$ cat config.mk
export PLATFORM = sky130hd
export DESIGN_NAME = sdlp_top
export DESIGN_NICKNAME = d
export VERILOG_FILES = /design/src/include/sdlp_pkg.sv /design/src/rtl/sdlp_top.sv
export SDC_FILE = /design/constraint.sdc
export NUM_CORES = 1
export LEC_CHECK = 0
export ABC_AREA = 1
export BUFFER_PORTS_ARGS = -buffer_cell sky130_fd_sc_hd__buf_2
export CORE_ASPECT_RATIO = 0.75
export CORE_MARGIN = 2
export CORE_UTILIZATION = 49
export DETAILED_ROUTE_END_ITERATION = 8
export PLACE_DENSITY_LB_ADDON = 0.1
export SLEW_MARGIN = 20
export SYNTH_ARGS = -nofsm -noshare
export SYNTH_HDL_FRONTEND = slang
export SYNTH_SLANG_ARGS = --single-unit
$ cat constraint.sdc
create_clock -name clk -period 6.8 [get_ports clk]
set_clock_uncertainty 0.1 [all_clocks]
set_input_delay 0.34 -clock clk [delete_from_list [all_inputs] [get_ports clk]]
set_output_delay 0.34 -clock clk [all_outputs]
set_load 0.03 [all_outputs]
$ cat src/include/sdlp_pkg.sv
// package for the static digital line port: register map and encodings
package sdlp_pkg;

  // ****************************************
  // register byte offsets
  // ****************************************
  localparam logic [7:0] SDLP_OFF_DIR    = 8'h00;
  localparam logic [7:0] SDLP_OFF_OC     = 8'h04;
  localparam logic [7:0] SDLP_OFF_DOUT   = 8'h08;
  localparam logic [7:0] SDLP_OFF_DIN    = 8'h0C;
  localparam logic [7:0] SDLP_OFF_CFG    = 8'h10;
  localparam logic [7:0] SDLP_OFF_P4     = 8'h14;

  // ****************************************
  // widths, fields and reset values
  // ****************************************
  localparam int SDLP_NLINES = 32;
  localparam int SDLP_P4W    = 4;
  localparam int SDLP_CFG_PULL_BIT = 0;
  localparam int SDLP_CFG_G1_BIT   = 1;
  localparam int SDLP_CFG_G2_BIT   = 2;
  localparam logic [31:0] SDLP_RST_DIR  = 32'h0000_0000;
  localparam logic [31:0] SDLP_RST_OC   = 32'h0000_0000;
  localparam logic [31:0] SDLP_RST_DOUT = 32'h0000_0000;
  localparam logic [2:0]  SDLP_RST_CFG  = 3'h0;
  localparam logic [3:0]  SDLP_RST_P4   = 4'h0;

  // per-line driver mode
  typedef enum logic [1:0] {
    SDLP_MODE_IN = 2'b00,
    SDLP_MODE_PP = 2'b01,
    SDLP_MODE_OC = 2'b11
  } sdlp_mode_t;

endpackage

$ cat src/rtl/sdlp_top.sv
// static digital line port: APB registers, 32 data lines, 4-bit control port
//
// Decided for this implementation: the register addresses and register access over APB.
`timescale 1ns/1ps
module sdlp_top
  import sdlp_pkg::*;
(
  // clock and reset
  input  wire logic        clk,
  input  wire logic        resetn,
  // apb slave
  input  wire logic        psel,
  input  wire logic        penable,
  input  wire logic        pwrite,
  input  wire logic [7:0]  paddr,
  input  wire logic [31:0] pwdata,
  output logic      [31:0] prdata,
  output logic             pready,
  output logic             pslverr,
  // data lines
  input  wire logic [31:0] data_in,
  output logic      [31:0] data_out,
  output logic      [31:0] data_oe,
  output logic             data_pull_select,
  // control lines of the two timing groups
  input  wire logic [3:0]  ctl_in,
  output logic      [3:0]  ctl_out,
  output logic      [3:0]  ctl_oe,
  // groups taken by pattern or handshake transfers
  input  wire logic        grp1_busy,
  input  wire logic        grp2_busy
);

  // ****************************************
  // reset release
  // ****************************************
  // the core leaves reset two edges after resetn rises
  logic rst_meta_q;
  logic rst_sync_q;
  always_ff @(posedge clk or negedge resetn) begin
    if (!resetn) begin
      rst_meta_q <= 1'b0;
      rst_sync_q <= 1'b0;
    end else begin
      rst_meta_q <= 1'b1;
      rst_sync_q <= rst_meta_q;
    end
  end

  // ****************************************
  // registers
  // ****************************************
  logic [31:0] dir_q,  dir_d;
  logic [31:0] oc_q,   oc_d;
  logic [31:0] dout_q, dout_d;
  // cfg bits 2:1 are kept for software only and drive nothing
  logic [2:0]  cfg_q,  cfg_d;
  logic [3:0]  p4_q,   p4_d;
  logic [31:0] din_q,  din_d;
  logic [3:0]  p4in_q, p4in_d;
  logic [31:0] rdata_q, rdata_d;
  logic        ready_q, ready_d;
  logic        err_q,   err_d;
  logic [31:0] dout_pin_q, dout_pin_d;
  logic [31:0] doe_q,      doe_d;
  logic [3:0]  cout_q,     cout_d;
  logic [3:0]  coe_q,      coe_d;

  // line mode from the two configuration bits
  function automatic sdlp_mode_t line_mode(input logic d, input logic oc);
    if (!d)
      return SDLP_MODE_IN;
    else if (oc)
      return SDLP_MODE_OC;
    else
      return SDLP_MODE_PP;
  endfunction

  // every mapped offset; anything else is answered with an error
  function automatic logic addr_ok(input logic [7:0] a);
    return (a == SDLP_OFF_DIR) || (a == SDLP_OFF_OC) ||
           (a == SDLP_OFF_DOUT) || (a == SDLP_OFF_DIN) ||
           (a == SDLP_OFF_CFG) || (a == SDLP_OFF_P4);
  endfunction

  // ****************************************
  // apb access
  // ****************************************
  // the answer comes one cycle into the access phase and reads are taken
  // then; a write lands only at the edge that completes the transfer, so
  // a request dropped before pready never changes a register
  logic acc;
  logic wr_en;
  logic [1:0] grp_busy;
  assign acc = psel && penable && !ready_q;
  assign wr_en = psel && penable && pwrite && ready_q;
  assign grp_busy = {grp2_busy, grp1_busy};

  always_comb begin
    dir_d   = dir_q;
    oc_d    = oc_q;
    dout_d  = dout_q;
    cfg_d   = cfg_q;
    p4_d    = p4_q;
    rdata_d = rdata_q;
    err_d   = 1'b0;
    ready_d = acc;
    // pins are sampled every cycle, so a read shows them one cycle late
    din_d   = data_in;
    // busy groups keep their last static input value
    p4in_d  = p4in_q;
    if (!grp_busy[0]) p4in_d[1:0] = ctl_in[1:0];
    if (!grp_busy[1]) p4in_d[3:2] = ctl_in[3:2];
    if (acc) begin
      err_d = !addr_ok(paddr);
      if (!pwrite) begin
        unique case (paddr)
          SDLP_OFF_DIR:  rdata_d = dir_q;
          SDLP_OFF_OC:   rdata_d = oc_q;
          SDLP_OFF_DOUT: rdata_d = dout_q;
          SDLP_OFF_DIN:  rdata_d = din_q;
          SDLP_OFF_CFG:  rdata_d = {29'h0, cfg_q};
          SDLP_OFF_P4:   rdata_d = {28'h0, p4in_q};
          // unmapped reads give zero
          default:       rdata_d = 32'h0000_0000;
        endcase
      end
    end
    if (wr_en) begin
      unique case (paddr)
        SDLP_OFF_DIR:  dir_d  = pwdata;
        SDLP_OFF_OC:   oc_d   = pwdata;
        SDLP_OFF_DOUT: dout_d = pwdata;
        SDLP_OFF_CFG:  cfg_d  = pwdata[2:0];
        SDLP_OFF_P4:   p4_d   = pwdata[3:0];
        default: ;
      endcase
    end
  end

  // ****************************************
  // pin drivers
  // ****************************************
  always_comb begin
    // a released line takes its level from the pull or the far side
    for (int i = 0; i < SDLP_NLINES; i++) begin
      unique case (line_mode(dir_q[i], oc_q[i]))
        SDLP_MODE_PP: begin
          dout_pin_d[i] = dout_q[i];
          doe_d[i]      = 1'b1;
        end
        SDLP_MODE_OC: begin
          dout_pin_d[i] = 1'b0;
          doe_d[i]      = !dout_q[i];
        end
        default: begin
          dout_pin_d[i] = 1'b0;
          doe_d[i]      = 1'b0;
        end
      endcase
    end
    // the reused outputs have no enable bit: they drive whenever their
    // group is free, and a busy group takes its pair back
    cout_d = p4_q;
    coe_d  = {{2{!grp_busy[1]}}, {2{!grp_busy[0]}}};
  end

  always_ff @(posedge clk or negedge rst_sync_q) begin
    if (!rst_sync_q) begin
      dir_q      <= SDLP_RST_DIR;
      oc_q       <= SDLP_RST_OC;
      dout_q     <= SDLP_RST_DOUT;
      cfg_q      <= SDLP_RST_CFG;
      p4_q       <= SDLP_RST_P4;
      din_q      <= 32'h0000_0000;
      p4in_q     <= 4'h0;
      rdata_q    <= 32'h0000_0000;
      ready_q    <= 1'b0;
      err_q      <= 1'b0;
      dout_pin_q <= 32'h0000_0000;
      doe_q      <= 32'h0000_0000;
      cout_q     <= 4'h0;
      coe_q      <= 4'h0;
    end else begin
      dir_q      <= dir_d;
      oc_q       <= oc_d;
      dout_q     <= dout_d;
      cfg_q      <= cfg_d;
      p4_q       <= p4_d;
      din_q      <= din_d;
      p4in_q     <= p4in_d;
      rdata_q    <= rdata_d;
      ready_q    <= ready_d;
      err_q      <= err_d;
      dout_pin_q <= dout_pin_d;
      doe_q      <= doe_d;
      cout_q     <= cout_d;
      coe_q      <= coe_d;
    end
  end

  assign prdata           = rdata_q;
  assign pready           = ready_q;
  assign pslverr          = err_q;
  assign data_out         = dout_pin_q;
  assign data_oe          = doe_q;
  assign data_pull_select = cfg_q[SDLP_CFG_PULL_BIT];
  assign ctl_out          = cout_q;
  assign ctl_oe           = coe_q;

endmodule

Yosys cells after proc, flatten, opt, wreduce, memory -nomap -nowiden:

Cells that the tools add are included.
W data, S select, Z words.

* register bits: 246
* bits in latches: 0
* RAM bits: 0
* memory bits (read-only): 0
* input port bits: 83
* output and inout bits: 107
* logic and storage cells: 269
* memories kept: 0

* add/sub/neg operators: 0
* multipliers: 0
* divide/modulo/power cells: 0
* $lt $le $gt $ge: 0
* equality and inequality tests: 69
* shift-type cells: 0
* muxes and demuxes: 130
* bitwise logic cells: 1
* reduce and logical (&&, ||, !) cells: 52

Operators by type and width (number)
* $pmux W32 S6: 1
* $mux W2: 64
* $eq A2 B1 Y1 const B: 32
* $eq A2 B2 Y1 const B: 32
* $pmux W1 S2: 32
* $logic_not A1 Y1: 36
* $mux W1: 33
* $eq A8 B4 Y1 const B: 2
* $eq A8 B5 Y1 const B: 2
* $reduce_and A2 Y1: 6
* $eq A8 B3 Y1 const B: 1
* $logic_not A8 Y1: 1
* $logic_or A1 B1 Y1: 5
* $logic_and A1 B1 Y1: 4
* $not A1 Y1: 1

Longest topological paths before layout:

Gate-level depths: netlist of run 1.

* word-level depth: 8
* depth in mapped cells: 11
* mapped depth without buffers: 9

Least setup slack after synthesis of run 1:

No wires, ideal clock.

* path kind: flip-flop to flip-flop
* start: reg ready_q (netlist: pready)
* end: reg dout_q[24]
* library setup time: 0.130 ns
* data arrival time: 1.276 ns
* required time: 6.570 ns
* slack: 5.294 ns
* stages on the path, launching flop included: 7
* buffers on the path: 1
* period minus slack after synthesis: 1.506 ns
* cells stage by stage: dfrtp_1 -> nand4_1 -> inv_2 -> nand3_2 -> clkbuf_1 -> nand2_1 -> o21ai_1

* longest elaborated chain between the ends: 2

Ends and longest elaborated chain
* start: declaration: line sdlp_top.sv:62 `logic ready_q, ready_d;`
* start signal: assignment: line sdlp_top.sv:193 `ready_q <= ready_d;`
* $logic_and A1 B1 Y1: line sdlp_top.sv:96 `assign wr_en = psel && penable && pwrite && ready_q;`
* $reduce_and A2 Y1 (no source line)
* end signal: assignment: line sdlp_top.sv:187 `dout_q <= dout_d;`
* end: declaration: line sdlp_top.sv:55 `logic [31:0] dout_q, dout_d;`

No other way between the ends.
A chain may end at the register's enable or synchronous reset.

Worst setup path after layout of run 1:

* start: in penable
* end: reg rdata_q[7] (netlist: prdata[7])

* longest elaborated chain between the ends: 3

Ends and longest elaborated chain
* start: declaration: line sdlp_top.sv:13 `input wire logic penable,`
* $logic_and A1 B1 Y1 (2 in a row): line sdlp_top.sv:95 `assign acc = psel && penable && !ready_q;`
* named net acc: line sdlp_top.sv:92 `logic acc;`
* $reduce_and A2 Y1 (no source line)
* end signal: assignment: line sdlp_top.sv:192 `rdata_q <= rdata_d;`
* end: declaration: line sdlp_top.sv:61 `logic [31:0] rdata_q, rdata_d;`

The timed path passes the listed nets, and every way through them passes these cells.

==> out/qor_table.md, run 1 <==
| Metric | This run | Unit |
|---|---|---|
| Cell type contributing the most total cell area after synthesis | sky130_fd_sc_hd__dfrtp_1 | - |
| Time the worst path needs with I/O delays and setup | 2.96 | ns |
| Post-route ant nets | 0 | - |
| Pin count of the biggest net entering global routing | 192 | - |
| DPL Wire Length | 13400 | µm |
| Crit-path cells | dlygate4sd3_1 -> buf_2 -> nand2_1 -> dlygate4sd3_1 -> nor2_1 -> nand2_2 -> clkinv_1 -> buf_4 -> o21ai_1 -> nand2_1 | - |
| Class of the tightest hold or removal check | primary input to flop | - |
| Synthesized netlist net count | 1071 | - |
| Number of max-capacitance violations reported | 0 | - |
| Share of cells above drive strength 1 | 0.200 | - |
| Initial antenna violation count | 0 | - |
| Netlist cell types | 22 | - |
| Via count of the first global-routing pass | 6959 | - |
| Status | finished, final reports clean | - |
| Layer with the highest usage after global routing | met2 | - |
| Cells taking the most area after synthesis | sky130_fd_sc_hd__dfrtp_1 (65%), sky130_fd_sc_hd__nand2_1 (13%), sky130_fd_sc_hd__o21ai_1 (5.7%), sky130_fd_sc_hd__nand3_1 (3.7%), sky130_fd_sc_hd__inv_1 (2.7%) | - |
| Wire length of the first global-routing pass | 36400 | µm |
| Period utilisation layout | 0.435 | - |
| Diode count | 0 | - |
| Clock tree sinks | 245 | - |
| Number of placed cells counting well taps | 1383 | - |
| Clk slew on worst S/H paths | 0.06 | ns |
| Top flip-flop cell by instance count after synthesis | sky130_fd_sc_hd__dfrtp_1 | - |
| TritonCTS clock tree | built | - |
| Relative slew margins | 0.265 | - |
| Remaining Overflow, GRT | 0 | - |
| Chip width | 164 | µm |
| Count of TritonRoute iterations in the first routing pass | 5 | - |
| Number of register bits inferred by synthesis | 245 | - |
| Hold_ws | 0.0153 | ns |
| Worst reg2reg path depth | 6 | - |
| Mean number of vias per cell | 4.98 | - |
| Fraction of the yosys area taken by sequential cells | 0.651 | - |
| Global routing usage on met3 | 0.0346 | - |
| Aggregate global-route resource usage | 0.228 | - |
| Endpoints failing hold | 0 | - |
| RSZ-0062 raised after global routing | false | - |
| Insertion delay to the later sink of the worst-skew pair | 0.51 | ns |
| Post-synth EDFFs | 0 | - |
| Arrival time at the worst endpoint | 3.30 | ns |
| Synthesized instance count | 988 | - |
| Top-level port count | 190 | - |
| Number of nets in the final layout | 1292 | - |
| Chip Height | 124 | µm |
| Power per cell area | 248 | nW/µm² |
| Floorplan Core Area | 18700 | µm² |
| Cells on Worst Hold Path | 3 | - |
| Area share of the leading cell type in the synthesized netlist | 0.651 | - |
| Non-filler cells, final | 1469 | - |
| Starting DRC count in detailed routing | 530 | - |
| Required @ worst endpoint | 7.14 | ns |
| Effective utilization at floorplan | 0.504 | - |
| Highest ir drop seen on vdd | 0.202 | mV |
| Asr flop ratio synth | 1.00 | - |
| Slew at the pin closest to its max-slew limit | 1.10 | ns |
| Postcts setup bufs | 0 | - |
| DRC violations left | 0 | - |
| H-Tree Depth | 1 | - |
| Buf/Inv on CP | 5 | - |
| Fmax | 0.338 | GHz |
| Number of max-slew violations in the final report | 0 | - |
| Area growth, synth to finish | 25.0 | % |
| GR met1 Demand/Resource | 0.346 | - |
| Setup TNS after final layout | 0 | ns |
| Root buf cell | sky130_fd_sc_hd__clkbuf_16 | - |
| Total number of placement rows | 43 | - |
| Met2 Resource Use GR | 0.350 | - |
| Longest Clk Path Bufs | 3 | - |
| Total clock buffers created by CTS | 24 | - |
| Summed instance area of the synthesized netlist | 9420 | µm² |
| Top fanout value on the critical path | 33 | - |
| Average size of a mapped cell | 9.53 | µm² |
| Startpoint types | primary input | - |
| Worst path max stage delay | 0.56 | ns |
| Crit path capture type | flop | - |
| Leak pwr | 6.27 | nW |
| Routability cong. | 0.802 | - |
| Critical path class | primary input to flop | - |
| Count of cell instances traversed by the critical path | 10 | - |
| Vias | 7312 | - |
| Worst-path cell with the longest stage delay | sky130_fd_sc_hd__nand2_2 | - |
| Wirelength, routed | 22800 | µm |
| Dominant delay contributor by cell family on the critical path | buffers and inverters | - |
| Number of warnings reported in the yosys synthesis log | 0 | - |
| Avg WL per Cell | 15.5 | µm |
| Total of buffers placed on input and output ports | 189 | - |
| Full die area | 20400 | µm² |
| Fill cell total of the finished layout | 1582 | - |
| Final-report setup violation count | 0 | - |
[repair_timing]
item                      in CTS  in global routing
gates resized for setup        0                  0
hold endpoints to repair      46                  0
hold buffers                  46                  0
[final timing paths]
kind	slack, ns	endpoint	from
worst max register to register	4.49	prdata[7]	pready
worst min register to register	0.25	rst_sync_q	rst_meta_q
min in group asynchronous	0.05	rst_sync_q	resetn
worst min-delay path	0.02	dir_q[29]	pwdata[29]
worst max-delay path	3.84	prdata[7]	penable
max in group asynchronous	4.87	dout_q[28]	rst_sync_q
[layout make-up]
cell class,instances,area (µm²),area share
inverters,72,270,0.0230
well taps,247,309,0.0263
repair buffers,240,1480,0.125
multi-input cells,626,2810,0.238
clock buffers,36,737,0.0626
flip-flops and latches,245,6130,0.521
clock inverters,3,40.0,0.00340
[kinds of logic after synthesis]
family | after synthesis | share of synthesized area
AO/OA/AOI/OAI | 150 | 0.0865
buffers and inverters | 117 | 0.0543
flip-flops | 245 | 0.651
other | 1 | 0.000398
AND/OR/NAND/NOR | 475 | 0.208
[worst reg2reg max path: cells and delay by family, from the launching register on]
kind | cells | cell delay [ns]
flip-flops | 1 | 0.40
AO/OA/AOI/OAI | 1 | 0.23
AND/OR/NAND/NOR | 3 | 0.94
buffers and inverters | 2 | 0.56
[cell usage after synthesis (4+ instances only)]
library cell / n
sky130_fd_sc_hd__inv_1: 68
sky130_fd_sc_hd__buf_2: 28
sky130_fd_sc_hd__inv_2: 4
sky130_fd_sc_hd__nand2_2: 4
sky130_fd_sc_hd__nand2_1: 325
sky130_fd_sc_hd__nor2_1: 51
sky130_fd_sc_hd__nand3_1: 70
sky130_fd_sc_hd__a21boi_0: 23
sky130_fd_sc_hd__dfrtp_1: 245
sky130_fd_sc_hd__clkbuf_1: 8
sky130_fd_sc_hd__o21ai_0: 19
sky130_fd_sc_hd__nand4_1: 20
sky130_fd_sc_hd__o21ai_1: 107
[per-layer routing]
layer	wire length (µm)	part of all wire
met2	9900	0.43
met4	412	0.018
met1	11100	0.49
met5	0	0
met3	1400	0.061
[registers in the layout, indices dropped and copies added (netlist names), 2 cells and up]
register	count
data_oe	32
dir_q	32
dout_q	32
p4in_q	4
ctl_out	4
oc_q	32
data_out	32
prdata	32
cfg_q	3
ctl_oe	2
cout_d	4
din_q	32
[placed cells by master, fill, tap and decap left out, drive strengths merged]
master / Yosys / final
nand2: 329 / 329
dfrtp: 245 / 245
buf: 37 / 194
o21ai: 126 / 126
nand3: 71 / 71
inv: 72 / 71
nor2: 55 / 55
dlygate4sd3: 0 / 46
clkbuf: 8 / 36
a21boi: 23 / 23
nand4: 20 / 20
clkinv: 0 / 3
o2111a: 1 / 1
bufinv: 0 / 1
conb: 1 / 1
[power by group]
part | total (mW) | internal [mW] | switching [mW] | leakage (nW)
Combinational | 0.122 | 0.0467 | 0.0756 | 2.57
Clock | 1.31 | 0.778 | 0.528 | 0.385
Sequential | 1.49 | 1.48 | 0.0140 | 3.31
[per-stage QoR]
stage               setup slack [ns]   util  instance area [µm²]  power, mW
CTS                             3.70  0.629                11700       2.95
detailed placement              3.17  0.563                10500       1.62
global placement                3.32  0.562                10500       1.62
floorplan                       2.68      -                 9420       1.57
finish                          3.84  0.631                11800       2.92
global route                    3.65  0.631                11800       3.02
No activity file was read; power rests on OpenSTA's default activity.
==> run 2, diff against run 1 <==
- ABC_AREA: 1 -> 0
- clock period: 6.8 -> 2.5 ns (I/O delays scaled with it)
==> out/qor_table.md, run 2 <==
| Metric | This run | Unit | Change |
|---|---|---|---|
| Status | finished, final reports clean | - |  |
| RSZ-0062 raised after global routing | false | - |  |
| Worst path max stage delay | 0.52 | ns | -0.04 ns |
| Worst Setup EP | dout_q[20] | - |  |
| Wirelength, routed | 22000 | µm | -3.5% |
| Remaining Overflow, GRT | 0 | - | unchanged |
| Final design area excluding fillers | 12200 | µm² | +3.3% |
| Area share of the leading cell type in the synthesized netlist | 0.661 | - | +0.00983 |
| Top-level port count | 190 | - | unchanged |
| Total number of placement rows | 43 | - | unchanged |
| Number of register bits inferred by synthesis | 245 | - | unchanged |
| Post-synth EDFFs | 0 | - | unchanged |
| Avg WL per Cell | 19.0 | µm | +23% |
| Most frequent cells in the layout | sky130_fd_sc_hd__dfrtp_1 (244), sky130_fd_sc_hd__buf_2 (189), sky130_fd_sc_hd__dlygate4sd3_1 (80) | - |  |
| Mean number of vias per cell | 5.33 | - | +7.1% |
| Critical R2R Capture | dir_q[1] | - |  |
| Cells resized by post-CTS repair | 0 | - | unchanged |
| Required @ worst endpoint | 2.79 | ns | -4.35 ns |
| Count of cell instances traversed by the critical path | 7 | - | -3 |
| Seq pwr share | 0.495 | - | -0.015 |
| Top fanout value on the critical path | 32 | - | -3.0% |
| Aggregate global-route resource usage | 0.221 | - | -0.00674 |
| Cells taking the most area after synthesis | sky130_fd_sc_hd__dfrtp_1 (66%), sky130_fd_sc_hd__mux2_1 (9.2%), sky130_fd_sc_hd__mux2_2 (7.2%), sky130_fd_sc_hd__a221o_1 (3.0%), sky130_fd_sc_hd__a21boi_0 (2.6%) | - |  |
| TritonCTS clock tree | built | - |  |
| Starting DRC count in detailed routing | 323 | - | -39% |
| Worst r2r src | pready | - |  |
| Count of TritonRoute iterations in the first routing pass | 4 | - | -1 |
| Worst-path cell with the longest stage delay | sky130_fd_sc_hd__dlygate4sd3_1 | - |  |
| Postcts setup bufs | 0 | - | unchanged |
| Wire length of the first global-routing pass | 34100 | µm | -6.3% |
| Asr flop ratio synth | 1.00 | - | unchanged |
| Share of cells above drive strength 1 | 0.342 | - | +0.142 |
| Leak pwr | 6.39 | nW | +2.0% |
| Vias | 6162 | - | -16% |
| Average size of a mapped cell | 15.0 | µm² | +58% |
| Non-filler cells, final | 1156 | - | -21% |
| Number of warnings reported in the yosys synthesis log | 0 | - | unchanged |
| Via count of the first global-routing pass | 6235 | - | -10% |
| Slew at the pin closest to its max-slew limit | 0.921 | ns | -0.178 ns |
| Startpoint types | primary input | - |  |
| Arrival time at the worst endpoint | 2.50 | ns | -0.80 ns |
| Part of the total power dissipated in the clock network | 0.452 | - | +0.004 |
| Total area of sequential cells | 6130 | µm² | unchanged |
| Fill cell total of the finished layout | 1389 | - | -12% |
| DPL Wire Length | 13400 | µm | about the same |
| Fraction of the yosys area taken by sequential cells | 0.661 | - | +0.00983 |
| Crit path capture type | flop | - |  |
| Number of max-capacitance violations reported | 0 | - | unchanged |
| Chip Height | 123 | µm | -0.72% |
| Most numerous cell in the Yosys netlist | sky130_fd_sc_hd__dfrtp_1 | - |  |
| Int Power | 6.44 | mW | +180% |
| Post-route ant nets | 0 | - | unchanged |
| Synthesized instance count | 617 | - | -38% |
| Diode count | 0 | - | unchanged |
| Total of buffers placed on input and output ports | 189 | - | unchanged |
| Number of max-slew violations in the final report | 0 | - | unchanged |
| Initial antenna violation count | 0 | - | unchanged |
| Clk slew on worst S/H paths | 0.06 | ns | about the same |
| Cell type contributing the most total cell area after synthesis | sky130_fd_sc_hd__dfrtp_1 | - |  |
| Root buf cell | sky130_fd_sc_hd__clkbuf_16 | - |  |
| CP startpoint | paddr[4] | - |  |
| Fmax | 0.452 | GHz |  |
| Leading cell type in the layout, fill and taps excluded | sky130_fd_sc_hd__dfrtp_1 | - |  |
| Most instantiated cells after synthesis | sky130_fd_sc_hd__dfrtp_1 (245), sky130_fd_sc_hd__mux2_1 (76), sky130_fd_sc_hd__mux2_2 (59), sky130_fd_sc_hd__nor2_1 (41) | - |  |
| Summed instance area of the synthesized netlist | 9280 | µm² | -1.5% |
| Net switching power of the design | 1.71 | mW | +180% |
| Crit-path cells | dlygate4sd3_1 -> buf_2 -> nor4_2 -> nand4b_1 -> or2_2 -> buf_4 -> mux2_1 | - |  |
| Netlist cell types | 31 | - | +41% |
| Clock tree sinks | 245 | - | unchanged |
| Power per cell area | 671 | nW/µm² | +170% |
| Routability cong. | 0.803 | - | +0.22% |
| Relative slew margins | 0.384 | - | +0.119 |
| Full die area | 20100 | µm² | -1.4% |
| Insertion delay to the later sink of the worst-skew pair | 0.51 | ns | about the same |
| Final-report setup violation count | 0 | - | unchanged |
| Worst-case register-to-register setup slack | 0.38 | ns | -4.11 ns |
| Class of the tightest hold or removal check | primary input to flop | - |  |
| H-Tree Depth | 1 | - | unchanged |
| Area growth, synth to finish | 31.1 | % |  |
| Number of nets in the final layout | 974 | - | -25% |
| Post-placement worst setup slack | 0.310 | ns | -2.86 ns |
| Floorplan Core Area | 18500 | µm² | -0.86% |
| Pin count of the biggest net entering global routing | 125 | - | -35% |
| Area used by multi-input combinational logic | 3010 | µm² | +7.1% |
| Dominant delay contributor by cell family on the critical path | buffers and inverters | - |  |
| Period utilisation layout | 0.885 | - |  |
| Worst setup margin | 0.286 | ns | -3.55 ns |
| Setup TNS after final layout | 0 | ns | unchanged |
| Longest Clk Path Bufs | 3 | - | unchanged |
| Total clock buffers created by CTS | 24 | - | unchanged |
| Top flip-flop cell by instance count after synthesis | sky130_fd_sc_hd__dfrtp_1 | - |  |
| DRC violations left | 0 | - | unchanged |
| Combinational fraction of design power | 0.053 | - | +0.011 |
| Buf/Inv on CP | 3 | - | -2 |
| Placed Instance Area | 10500 | µm² | +0.38% |
| Worst reg2reg path depth | 5 | - | -1 |
| Synthesized netlist net count | 700 | - | -35% |
| Chip width | 163 | µm | -0.73% |
| Fraction of power spent switching nets | 0.210 | - | -0.00187 |
| Highest ir drop seen on vdd | 0.422 | mV | +110% |
| Endpoints failing hold | 0 | - | unchanged |
| Time the worst path needs with I/O delays and setup | 2.21 | ns |  |
| Number of placed cells counting well taps | 1032 | - | -25% |
| Effective utilization at floorplan | 0.501 | - | -0.00317 |
| Critical path class | primary input to flop | - |  |
## run 2: cell count changes in the layout (fill, tap and decap cells not counted), sizes merged, moves of 7 or more
cell / previous run / this run
nor2: 55 / 41
dlygate4sd3: 46 / 80
mux2: 0 / 135
and3b: 0 / 23
nand4: 20 / 2
nand3: 71 / 3
a22oi: 0 / 32
inv: 71 / 2
o21ai: 126 / 5
a221o: 0 / 28
a21boi: 23 / 32
nand2: 329 / 12
buf: 194 / 201
## run 2: worst min-delay path: stages
cell and delay, ns:
sky130_fd_sc_hd__buf_2 0.27, sky130_fd_sc_hd__nand2_1 0.14, sky130_fd_sc_hd__a311oi_1 0.09
## run 2: kinds of logic after synthesis
logic type	share of synthesized area
buffers and inverters	0.0186
muxes	0.177
other	0.000404
and+or+nand+nor	0.0580
DFF	0.661
AOI/OAI and AO/OA	0.0856
## run 2: per-stage QoR
stage / hold WS, ns / util / power [mW]
floorplan: -0.271 / - / 4.28
global placement: -0.190 / 0.570 / 4.44
detailed placement: -0.189 / 0.570 / 4.45
CTS: 0.0582 / 0.657 / 8.22
global route: 0.0791 / 0.657 / 8.42
finish: 0.0771 / 0.657 / 8.16
## run 2: layout make-up
class / count / area share
Clock inverter: 11 / 0.0109
Tap cell: 247 / 0.0254
Timing Repair Buffer: 281 / 0.155
Sequential cell: 245 / 0.504
Clock buffer: 33 / 0.0564
Inverter: 2 / 0.000617
Multi-Input combinational cell: 337 / 0.247
## run 2: metal layers
metal / vias to the layer above / part of all wire / global-route usage
met5: - / 0 / 0
met4: 0 / 0.027 / 0.0647
met3: 46 / 0.047 / 0.0349
met2: 176 / 0.48 / 0.366
met1: 3133 / 0.45 / 0.307
li1: 2807 / - / -
## run 2: worst min path at each step
stage | from | to | slack (ns) | cells past startpoint
2_1_floorplan | resetn | rst_meta_q | -0.27 | 0
3_3_place_gp | resetn | rst_meta_q | -0.19 | 1
3_5_place_dp | resetn | rst_meta_q | -0.19 | 1
4_1_cts | paddr[3] | pslverr | 0.06 | 3
5_1_grt | paddr[3] | pslverr | 0.08 | 3
6_report | paddr[3] | pslverr | 0.08 | 3
## run 2: repair_timing
action / in CTS / in global routing
endpoints found under the hold margin: 149 / 0
hold buffers: 80 / 0
setup endpoints to repair: 0 / 0
## run 2: power by group through the flow
stage	Combinational, mW	Clock (mW)	Sequential [mW]
5_1_grt	0.473	3.91	4.04
3_3_place_gp	0.331	0	4.11
4_1_cts	0.437	3.74	4.04
6_report	0.434	3.69	4.04
2_1_floorplan	0.111	0	4.17
3_5_place_dp	0.340	0	4.11
==> run 3, diff against run 2 <==
- PLACE_DENSITY: unset -> 0.8
- PLACE_DENSITY_LB_ADDON: 0.1 -> unset
- REMOVE_ABC_BUFFERS: unset -> 1
==> out/qor_table.md, run 3 (synthesis gave the netlist of run 2 again) <==
| Metric | This run | Unit | Change |
|---|---|---|---|
| Status | finished, final reports clean | - |  |
| Leading cell type in the layout, fill and taps excluded | sky130_fd_sc_hd__dfrtp_1 | - |  |
| Class of the tightest hold or removal check | primary input to flop | - |  |
| Period utilisation layout | 0.869 | - | -0.0164 |
| Leak pwr | 6.41 | nW | +0.26% |
| Met2 Resource Use GR | 0.382 | - | +0.0154 |
| Relative slew margins | 0.413 | - | +0.0288 |
| Number of max-slew violations in the final report | 0 | - | unchanged |
| Aggregate global-route resource usage | 0.234 | - | +0.0127 |
| RSZ-0062 raised after global routing | false | - |  |
| Worst setup margin | 0.327 | ns | +0.0410 ns |
| Wire length of the first global-routing pass | 36100 | µm | +6.0% |
| Global routing usage on met3 | 0.0520 | - | +0.0171 |
| Diode count | 0 | - | unchanged |
| Postcts setup bufs | 0 | - | unchanged |
| Buf/Inv on CP | 2 | - | -1 |
| Chip Height | 123 | µm | unchanged |
| Worst reg2reg path depth | 6 | - | +1 |
| Wirelength, routed | 22600 | µm | +2.9% |
| Pin count of the biggest net entering global routing | 80 | - | -36% |
| Root buf cell | sky130_fd_sc_hd__clkbuf_16 | - |  |
| Worst-case register-to-register setup slack | 0.33 | ns | -0.05 ns |
| Share of cells above drive strength 1 | 0.348 | - | +0.00579 |
| Clk slew on worst S/H paths | 0.06 | ns | about the same |
| H-Tree Depth | 1 | - | unchanged |
| Library cell appearing most often on the critical path | sky130_fd_sc_hd__buf_4 | - |  |
| Mean number of vias per cell | 5.40 | - | +1.2% |
| Total number of placement rows | 43 | - | unchanged |
| Avg WL per Cell | 19.5 | µm | +2.4% |
| Final-report setup violation count | 0 | - | unchanged |
| Highest ir drop seen on vdd | 0.580 | mV | +37% |
| Number of max-capacitance violations reported | 0 | - | unchanged |
| Total of buffers placed on input and output ports | 189 | - | unchanged |
| Most frequent cells in the layout | sky130_fd_sc_hd__dfrtp_1 (244), sky130_fd_sc_hd__buf_2 (189), sky130_fd_sc_hd__dlygate4sd3_1 (77) | - |  |
| Top-level port count | 190 | - | unchanged |
| Total clock buffers created by CTS | 24 | - | unchanged |
| Longest Clk Path Bufs | 3 | - | unchanged |
| Worst r2r src | pready | - |  |
| Endpoints failing hold | 0 | - | unchanged |
| DPL Wire Length | 14100 | µm | +4.8% |
| TritonCTS clock tree | built | - |  |
| Vias | 6264 | - | +1.7% |
| Initial antenna violation count | 0 | - | unchanged |
| Area growth, synth to finish | 31.2 | % | about the same |
| Dominant delay contributor by cell family on the critical path | simple AND/OR/NAND/NOR gates | - |  |
| GR met1 Demand/Resource | 0.326 | - | +0.0195 |
| Remaining Overflow, GRT | 0 | - | unchanged |
| Effective utilization at floorplan | 0.501 | - | unchanged |
| Fmax | 0.460 | GHz | +1.9% |
| Worst Setup EP | prdata[26] | - |  |
| Worst path max stage delay | 0.48 | ns | -0.04 ns |
| Number of nets in the final layout | 979 | - | +0.51% |
| Startpoint types | flop | - |  |
| Arrival time at the worst endpoint | 2.51 | ns | about the same |
| Worst-path cell with the longest stage delay | sky130_fd_sc_hd__or4_1 | - |  |
| Starting DRC count in detailed routing | 389 | - | +20% |
| Count of cell instances traversed by the critical path | 6 | - | -1 |
| Post-route ant nets | 0 | - | unchanged |
| Top fanout value on the critical path | 18 | - | -44% |
| Number of placed cells counting well taps | 1040 | - | +0.78% |
| Crit path capture type | flop | - |  |
| Layer with the highest usage after global routing | met2 | - |  |
| Critical R2R Capture | prdata[26] | - |  |
| Non-filler cells, final | 1161 | - | +0.43% |
| Count of TritonRoute iterations in the first routing pass | 4 | - | unchanged |
| Routability cong. | 0.808 | - | +0.63% |
| Slew at the pin closest to its max-slew limit | 0.878 | ns | -0.0431 ns |
| Post-placement worst setup slack | 0.331 | ns | +0.0212 ns |
| Insertion delay to the later sink of the worst-skew pair | 0.50 | ns | about the same |
| Time the worst path needs with I/O delays and setup | 2.17 | ns | -0.0410 ns |
| DRC violations left | 0 | - | unchanged |
| Power Total | 8.07 | mW | -1.0% |
| Floorplan Core Area | 18500 | µm² | unchanged |
| Required @ worst endpoint | 2.84 | ns | +0.05 ns |
| Power per cell area | 663 | nW/µm² | -1.1% |
| Critical path class | flop to flop | - |  |
| Chip width | 163 | µm | unchanged |
| Full die area | 20100 | µm² | unchanged |
| CP startpoint | pready | - |  |
| Via count of the first global-routing pass | 6595 | - | +5.8% |
| Crit-path cells | nand4bb_2 -> buf_4 -> or4_1 -> buf_4 -> nor2_1 -> a221o_1 | - |  |
| Clock tree sinks | 245 | - | unchanged |
run 3: repair_timing:
action,in CTS,in global routing
hold buffers,77,0
resized for setup,0,0
endpoints found under the setup margin,0,0
endpoints found under the hold margin,145,0
run 3: worst reg2reg max path, cell delays in order (launching register included):
cell and delay (ns):
sky130_fd_sc_hd__dfrtp_1 0.42, sky130_fd_sc_hd__nand4bb_2 0.31, sky130_fd_sc_hd__buf_4 0.27, sky130_fd_sc_hd__or4_1 0.49
sky130_fd_sc_hd__buf_4 0.24, sky130_fd_sc_hd__nor2_1 0.15, sky130_fd_sc_hd__a221o_1 0.13
run 3: area by class of cell:
class                   count  area (µm²)
fillers                  1324        6340
flip-flops and latches    245        6130
multi-input cells         337        3010
repair buffers            286        1920
clock buffers              34         689
well taps                 247         309
clock inverters            10         106
inverters                   2        7.51
run 3: worst min path at each step:
stage               startpoint  cells past startpoint          to  slack [ns]
floorplan               resetn                      0  rst_meta_q       -0.27
global placement        resetn                      1  rst_meta_q       -0.19
detailed placement      resetn                      1  rst_meta_q       -0.19
CTS                   paddr[1]                      4   prdata[2]        0.04
global route          paddr[1]                      4   prdata[0]        0.12
finish                paddr[1]                      4   prdata[2]        0.09
run 3: metal layers:
metal  wire length, µm  up-vias
li1                  -     2822
met1             10100     3170
met2             10500      236
met3              1660       36
met4               397        0
met5                 0        -
run 3: report_power, final:
part	internal, mW	switching (mW)
registers	4.01	0.0333
clock network	2.13	1.46
logic	0.204	0.227
run 3: through the flow:
stage / setup TNS [ns] / util / hold slack [ns] / instance area [µm²]
2_1_floorplan: -1234.35 / - / -0.271 / 9110
3_3_place_gp: 0 / 0.573 / -0.188 / 10600
3_5_place_dp: 0 / 0.573 / -0.187 / 10600
4_1_cts: 0 / 0.658 / 0.0407 / 12200
5_1_grt: 0 / 0.658 / 0.121 / 12200
6_report: 0 / 0.658 / 0.0853 / 12200
